`src/design/btc_pkg.sv`:
```
// Package with register map, reset values, timing constants and bus carrier for the bias timing bank.
package btc_pkg;

  localparam int DATA_W = 8;
  localparam int ADDR_W = 8;

  localparam logic [ADDR_W-1:0] ADDR_GATE_DELAY = 8'h0d;
  localparam logic [ADDR_W-1:0] ADDR_OVERVOLT = 8'h0e;
  localparam logic [ADDR_W-1:0] ADDR_DIM_FREQ = 8'h0f;
  localparam logic [ADDR_W-1:0] ADDR_RESET_PULSE = 8'h10;

  localparam int NIBBLE_W = 4;
  localparam int OVP_W = 2;

  localparam logic [NIBBLE_W-1:0] RST_GATE_DELAY = 4'h2;
  localparam logic [OVP_W-1:0] RST_OVERVOLT = 2'h3;
  localparam logic [NIBBLE_W-1:0] RST_DIM_FREQ = 4'h7;
  localparam logic [NIBBLE_W-1:0] RST_RESET_PULSE = 4'h0;

  localparam logic [NIBBLE_W-1:0] GATE_MAX_CODE = 4'h7;
  localparam logic [NIBBLE_W-1:0] DIM_MAX_CODE = 4'h7;
  localparam int GATE_STEP_MS = 5;
  localparam int DIM_CODES = 8;
  localparam int DIM_BASE_KHZ = 15;
  localparam int HZ_PER_KHZ = 1000;
  localparam int MS_PER_S = 1000;
  localparam int MS_W = 6;

  localparam int CLK_PERIOD_NS = 10;
  localparam int NS_PER_S = 1_000_000_000;
  localparam int CLK_HZ_DEFAULT = NS_PER_S / CLK_PERIOD_NS;

  typedef struct packed {
    logic [ADDR_W-1:0] addr;
    logic [DATA_W-1:0] wdata;
    logic wr;
    logic rd;
  } btc_bus_req_type;

  function automatic int btc_dim_period(input int clk_hz, input int code);
    return clk_hz / ((DIM_BASE_KHZ + code) * HZ_PER_KHZ);
  endfunction : btc_dim_period

endpackage : btc_pkg

```
`src/design/btc_ms_timer.sv`:
```
// Millisecond interval timer with its own fixed-period tick prescaler.
`timescale 1ns/1ps
module btc_ms_timer
  import btc_pkg::*;
#(
  parameter int TICK_CYCLES = CLK_HZ_DEFAULT / MS_PER_S,
  parameter int LOAD_W = MS_W
) (
  // Clock and reset
  input wire logic clk,
  input wire logic rst,
  // Control
  input wire logic start,
  input wire logic [LOAD_W-1:0] load_ms,
  // Status
  output logic active,
  output logic done
);

  localparam int CYC_W = $clog2(TICK_CYCLES + 1);
  localparam logic [CYC_W-1:0] CYC_LAST = CYC_W'(TICK_CYCLES - 1);
  localparam logic [LOAD_W-1:0] MS_ONE = LOAD_W'(1);

  logic [CYC_W-1:0] cyc_reg;
  logic [LOAD_W-1:0] ms_reg;
  logic active_reg;
  logic done_reg;

  wire tick_end = active_reg && (cyc_reg == CYC_LAST);
  wire last_ms = ms_reg == MS_ONE;

  // The prescaler restarts on start, so every interval is exact rather than up to one tick short.
  always_ff @(posedge clk) begin
    if (rst) begin
      cyc_reg <= '0;
      ms_reg <= '0;
      active_reg <= 1'b0;
      done_reg <= 1'b0;
    end else begin
      done_reg <= 1'b0;
      if (start) begin
        cyc_reg <= '0;
        ms_reg <= load_ms;
        active_reg <= load_ms != '0;
        done_reg <= load_ms == '0;
      end else if (tick_end) begin
        cyc_reg <= '0;
        ms_reg <= ms_reg - MS_ONE;
        active_reg <= !last_ms;
        done_reg <= last_ms;
      end else if (active_reg) begin
        cyc_reg <= cyc_reg + CYC_W'(1);
      end
    end
  end

  assign active = active_reg;
  assign done = done_reg;

endmodule : btc_ms_timer

```
`src/design/btc_regs.sv`:
```
// Bias timing configuration bank: four registers and the delay, pulse and dimming logic they steer.
//
// Local design decision: the address-and-strobe port.
`timescale 1ns/1ps
// Summary of operation
// - Host writes and reads back four registers.
// - Delay, dimming, pulse: bits 7-4 read zero.
// - Overvoltage register bits 7-2 read zero.
// - Gate delay code gives 5 ms steps.
// - Two-bit code selects 30 to 39 V.
// - Dimming code selects 15 to 22 kHz.
// - Reset pulse lasts code milliseconds.
module btc_regs
  import btc_pkg::*;
#(
  parameter int CLK_HZ = CLK_HZ_DEFAULT
) (
  // Clock and reset
  input wire logic clk,
  input wire logic rst,
  // Register port
  input wire btc_bus_req_type bus,
  output logic [DATA_W-1:0] rdata,
  // Sequencing triggers from same-clock control logic
  input wire logic shaping_start,
  input wire logic reset_pulse_start,
  // Controls toward the analog and driver blocks
  output logic gate_shaping_on,
  output logic tcon_reset_pulse,
  output logic [OVP_W-1:0] backlight_led_overvoltage_threshold,
  output logic [NIBBLE_W-1:0] dimming_frequency_select,
  output logic dim_tick
);

  localparam int TICK_CYCLES = CLK_HZ / MS_PER_S;
  localparam int DIM_W = $clog2(btc_dim_period(CLK_HZ, 0) + 1);
  localparam int SEL_W = $clog2(DIM_CODES);
  localparam logic [DIM_W-1:0] DIM_ONE = DIM_W'(1);

  logic [NIBBLE_W-1:0] gate_delay_reg;
  logic [OVP_W-1:0] overvolt_reg;
  logic [NIBBLE_W-1:0] dim_freq_reg;
  logic [NIBBLE_W-1:0] pulse_len_reg;
  logic [DATA_W-1:0] rdata_reg;
  logic [DATA_W-1:0] rdata_next;
  logic gate_on_reg;
  logic pulse_reg;
  logic [DIM_W-1:0] dim_cnt_reg;
  logic dim_tick_reg;

  wire hit_gate = bus.addr == ADDR_GATE_DELAY;
  wire hit_ovp = bus.addr == ADDR_OVERVOLT;
  wire hit_dim = bus.addr == ADDR_DIM_FREQ;
  wire hit_pulse = bus.addr == ADDR_RESET_PULSE;

  wire wr_gate = bus.wr && hit_gate;
  wire wr_ovp = bus.wr && hit_ovp;
  wire wr_dim = bus.wr && hit_dim;
  wire wr_pulse = bus.wr && hit_pulse;

  wire [DATA_W-1:0] rd_gate = {{(DATA_W - NIBBLE_W){1'b0}}, gate_delay_reg};
  wire [DATA_W-1:0] rd_dim = {{(DATA_W - NIBBLE_W){1'b0}}, dim_freq_reg};
  wire [DATA_W-1:0] rd_pulse = {{(DATA_W - NIBBLE_W){1'b0}}, pulse_len_reg};
  wire [DATA_W-1:0] rd_ovp = {{(DATA_W - OVP_W){1'b0}}, overvolt_reg};

  // Unmapped addresses and idle cycles return zero.
  assign rdata_next = !bus.rd ? '0 :
                      hit_gate ? rd_gate :
                      hit_ovp ? rd_ovp :
                      hit_dim ? rd_dim :
                      hit_pulse ? rd_pulse : '0;

  always_ff @(posedge clk) begin
    if (rst) begin
      gate_delay_reg <= RST_GATE_DELAY;
      overvolt_reg <= RST_OVERVOLT;
      dim_freq_reg <= RST_DIM_FREQ;
      pulse_len_reg <= RST_RESET_PULSE;
      rdata_reg <= '0;
    end else begin
      if (wr_gate) begin
        gate_delay_reg <= bus.wdata[NIBBLE_W-1:0];
      end
      if (wr_ovp) begin
        overvolt_reg <= bus.wdata[OVP_W-1:0];
      end
      if (wr_dim) begin
        dim_freq_reg <= bus.wdata[NIBBLE_W-1:0];
      end
      if (wr_pulse) begin
        pulse_len_reg <= bus.wdata[NIBBLE_W-1:0];
      end
      rdata_reg <= rdata_next;
    end
  end

  wire [NIBBLE_W-1:0] gate_code = (gate_delay_reg > GATE_MAX_CODE) ? GATE_MAX_CODE : gate_delay_reg;
  wire [MS_W-1:0] gate_ms = MS_W'(gate_code) * MS_W'(GATE_STEP_MS);
  wire [MS_W-1:0] pulse_ms = MS_W'(pulse_len_reg);

  logic gate_done;
  logic pulse_active;

  btc_ms_timer #(
    .TICK_CYCLES(TICK_CYCLES),
    .LOAD_W(MS_W)
  ) u_gate_timer (
    .clk(clk),
    .rst(rst),
    .start(shaping_start),
    .load_ms(gate_ms),
    .active(),
    .done(gate_done)
  );

  btc_ms_timer #(
    .TICK_CYCLES(TICK_CYCLES),
    .LOAD_W(MS_W)
  ) u_pulse_timer (
    .clk(clk),
    .rst(rst),
    .start(reset_pulse_start),
    .load_ms(pulse_ms),
    .active(pulse_active),
    .done()
  );

  always_ff @(posedge clk) begin
    if (rst) begin
      gate_on_reg <= 1'b0;
      pulse_reg <= 1'b0;
    end else begin
      gate_on_reg <= gate_done || (gate_on_reg && !shaping_start);
      pulse_reg <= pulse_active;
    end
  end

  wire [DIM_W-1:0] dim_table [DIM_CODES];
  genvar g;
  generate
    for (g = 0; g < DIM_CODES; g++) begin : gen_dim
      assign dim_table[g] = DIM_W'(btc_dim_period(CLK_HZ, g));
    end
  endgenerate

  wire [NIBBLE_W-1:0] dim_code = (dim_freq_reg > DIM_MAX_CODE) ? DIM_MAX_CODE : dim_freq_reg;
  wire [DIM_W-1:0] dim_period = dim_table[dim_code[SEL_W-1:0]];
  // A code change mid-period must not let the counter run past the new, shorter end.
  wire dim_wrap = dim_cnt_reg >= (dim_period - DIM_ONE);

  always_ff @(posedge clk) begin
    if (rst) begin
      dim_cnt_reg <= '0;
      dim_tick_reg <= 1'b0;
    end else begin
      dim_cnt_reg <= dim_wrap ? '0 : dim_cnt_reg + DIM_ONE;
      dim_tick_reg <= dim_wrap;
    end
  end

  assign rdata = rdata_reg;
  assign gate_shaping_on = gate_on_reg;
  assign tcon_reset_pulse = pulse_reg;
  assign backlight_led_overvoltage_threshold = overvolt_reg;
  assign dimming_frequency_select = dim_freq_reg;
  assign dim_tick = dim_tick_reg;

endmodule : btc_regs

```
`config.mk`:
```
export PLATFORM = sky130hd
export DESIGN_NAME = btc_regs
export DESIGN_NICKNAME = d
export VERILOG_FILES = /design/src/design/btc_pkg.sv /design/src/design/btc_ms_timer.sv /design/src/design/btc_regs.sv
export SDC_FILE = /design/constraint.sdc
export NUM_CORES = 1
export LEC_CHECK = 0
export ABC_AREA = 1
export BUFFER_PORTS_ARGS = -buffer_cell sky130_fd_sc_hd__buf_2
export CAP_MARGIN = 20
export CORE_MARGIN = 4
export CORE_UTILIZATION = 30
export DETAILED_ROUTE_END_ITERATION = 6
export PLACE_DENSITY = 0.45
export SLEW_MARGIN = 0
export SYNTH_ARGS = -nofsm -noshare
export SYNTH_HDL_FRONTEND = slang
export SYNTH_HIERARCHICAL = 1
export SYNTH_SLANG_ARGS = --single-unit
```
`constraint.sdc`:
```
create_clock -name clk -period 3.5 [get_ports clk]
set_clock_uncertainty 0.15 [all_clocks]
set_input_delay 0.175 -clock clk [delete_from_list [all_inputs] [get_ports clk]]
set_output_delay 0.175 -clock clk [all_outputs]
set_load 0.01 [all_outputs]
```
==> summary.md <==
| Metric | Value |
|---|---|
| Buf/Inv on CP | 4 |
| Synthesized cell area | 5040 sq um |
| Max transition margin | 0.499 |
| Worst R2R Setup Slack | 0.58 ns |
| RSZ-0062 raised after global routing | false |
| Crit-path max cell delay | 0.43 ns |
| Minimum clock period | 2.92 ns |
| Crit path max-delay family | simple AND/OR/NAND/NOR gates |
| DIE HEIGHT | 138 um |
| Die width | 138 um |
| Layout cell share with drive strength beyond 1 | 0.127 |
| Setup slack at placement | 0.568 ns |
| Number of diodes | 0 |
| Pwr dens | 383 nW/um^2 |
| Routed WL per cell | 11.3 um |
| TritonRoute pass-1 iters | 5 |
| Fillers | 1773 |
| Synthesized instance count | 729 |
| Die area | 18900 sq um |
| Critical path class | flop to flop |
| DRC Markers | 0 |
| Hold crit path type | primary input to flop |
| P&R area growth vs syn | 14.1% |
| # setup viols final | 0 |
| Sum Neg Setup Slack | 0 ns |
| CTS buffer count | 9 |
| IO Pins | 39 |
| Crit path arrival time | 3.06 ns |
| Finished Layout Cells | 994 |
| CTS root buf | clkbuf_16 |
| Most common cell type on the critical path | nand2_1 |
| Clock sink total | 83 |
| Initial antenna violation count | 0 |
| Syn avg cell area | 6.91 sq um |
| Pin count of the biggest net entering global routing | 19 |
| Initial Util | 0.305 |
| Slew Limit Fails | 0 |
| Type of origin of the critical path | flop |
| Crit-path cells | inv_1, nand2_1, inv_1, ha_1, nor2_1, ha_1, nand2_1, nor2_1, nand2_1, o211ai_1, ha_1, nand2_1, inv_1, nand2_1, nand2_1, a21oi_2, nand4_2, buf_4, nor2_1 |
| Synth Warn # | 6 |
| Worst-path clk slew | 0.06 ns |
| Register Area | 1660 sq um |
| Total wire length | 11300 um |
| All-Layer GR Usage | 0.129 |
| CP Capture Type | flop |
| Routed Antenna Nets | 0 |
| Multi-input logic area | 2880 sq um |
| Placer Congestion | 0.846 |
| Port-buffer cells | 30 |
| DRT iter0 DRCs | 232 |
| Latest clock arrival within the worst-skew pair | 0.35 ns |
| Core area | 16500 sq um |
| DP HPWL | 8490 um |
| First-pass GRT wire length | 19700 um |
| Period utilization | 0.834 |
| Fmax | 343 MHz |
| Crit-path max FO | 13 |
| Vias per cell | 4.51 |
| Vias in the first global route | 4355 |
| Hold slack | 0.0340 ns |
| Worst Max-Slew Pin Slew | 0.748 ns |
| Max-cap violations | 0 |
| Grt ovf | 0 |
| Hold Vio Cnt, Final | 0 |
| # H-tree levels | 3 |
| Leak | 2.52 nW |
| Slowest CP cell | dfxtp_1 |
| Crit path required time | 3.64 ns |
| Status | finished clean |
| CTS tree | built |
| Post-route setup slack | 0.581 ns |
| Peak supply drop | 218 uV |
| FP Rows | 47 |
| Nets | 819 |
| Total setup buffers inserted after CTS | 0 |
| Inst Count DP | 974 |
| Via count | 4482 |
| Maximum clock path buffer count | 2 |
final timing paths:
path / from / end / cells after the start
worst max-delay path: dimming_frequency_select[3] / dim_cnt_reg[7] / 19
worst min-delay path: rst / u_gate_timer/done / 2
worst max register to register: dimming_frequency_select[3] / dim_cnt_reg[7] / 19
worst min register to register: u_gate_timer/done / gate_shaping_on / 2
worst reg2reg max path, stage by stage, from the launching register on:
cell,delay [ns]
dfxtp_1,0.43
inv_1,0.09
nand2_1,0.11
inv_1,0.08
ha_1,0.22
nor2_1,0.12
ha_1,0.15
nand2_1,0.07
nor2_1,0.16
nand2_1,0.07
o211ai_1,0.10
ha_1,0.29
nand2_1,0.08
inv_1,0.04
nand2_1,0.06
nand2_1,0.06
a21oi_2,0.16
nand4_2,0.09
buf_4,0.23
nor2_1,0.10
power by group:
| part | internal, W | switching (W) | leakage (nW) |
|---|---|---|---|
| combinational | 0.0000640 | 0.000107 | 1.69 |
| sequential | 0.000962 | 0.0000203 | 0.672 |
| clock | 0.000644 | 0.000406 | 0.155 |
routing by layer:
| layer | routed length [um] | part of all wire | GRT usage | up-vias |
|---|---|---|---|---|
| li1 | - | - | - | 2400 |
| met5 | 0 | 0 | 0 | - |
| met4 | 254 | 0.023 | 0.0560 | 0 |
| met2 | 5030 | 0.45 | 0.206 | 55 |
| met1 | 5590 | 0.50 | 0.166 | 2006 |
| met3 | 382 | 0.034 | 0.0325 | 21 |
final cells by class:
type / instances / share of cell area
Sequential cell: 83 / 0.289
Tap cell: 220 / 0.0479
Timing Repair Buffer: 35 / 0.0344
Clock inverter: 6 / 0.0155
Multi-Input combinational cell: 531 / 0.501
Clock buffer: 10 / 0.0416
Inverter: 109 / 0.0712
cell usage in the layout (no fill, tap or decap), types with 9 or more instances in the layout:
master and instances:
nor2_2 19, xnor2_1 9, conb_1 10, nor2_1 82, nand4_1 22, nand2_1 169
inv_1 101, nand3_1 50, clkbuf_16 9, buf_2 30, o21ai_0 16, a21oi_1 28
dfxtp_1 83, nor3_1 28, o21ai_1 13, xor2_1 19, ha_1 28
repair_timing:
action	CTS	global route
gates resized for setup	0	0
hold buffers	4	0
hold endpoints to repair	9	0
stage by stage:
step / utilization / area (sq um) / total power (W)
6_report: 0.348 / 5750 / 0.00220
5_1_grt: 0.348 / 5750 / 0.00231
4_1_cts: 0.348 / 5750 / 0.00225
3_5_place_dp: 0.326 / 5380 / 0.00117
3_3_place_gp: 0.326 / 5380 / 0.00117
2_1_floorplan: - / 5070 / 0.00113
(Power assumes the default switching activity.)
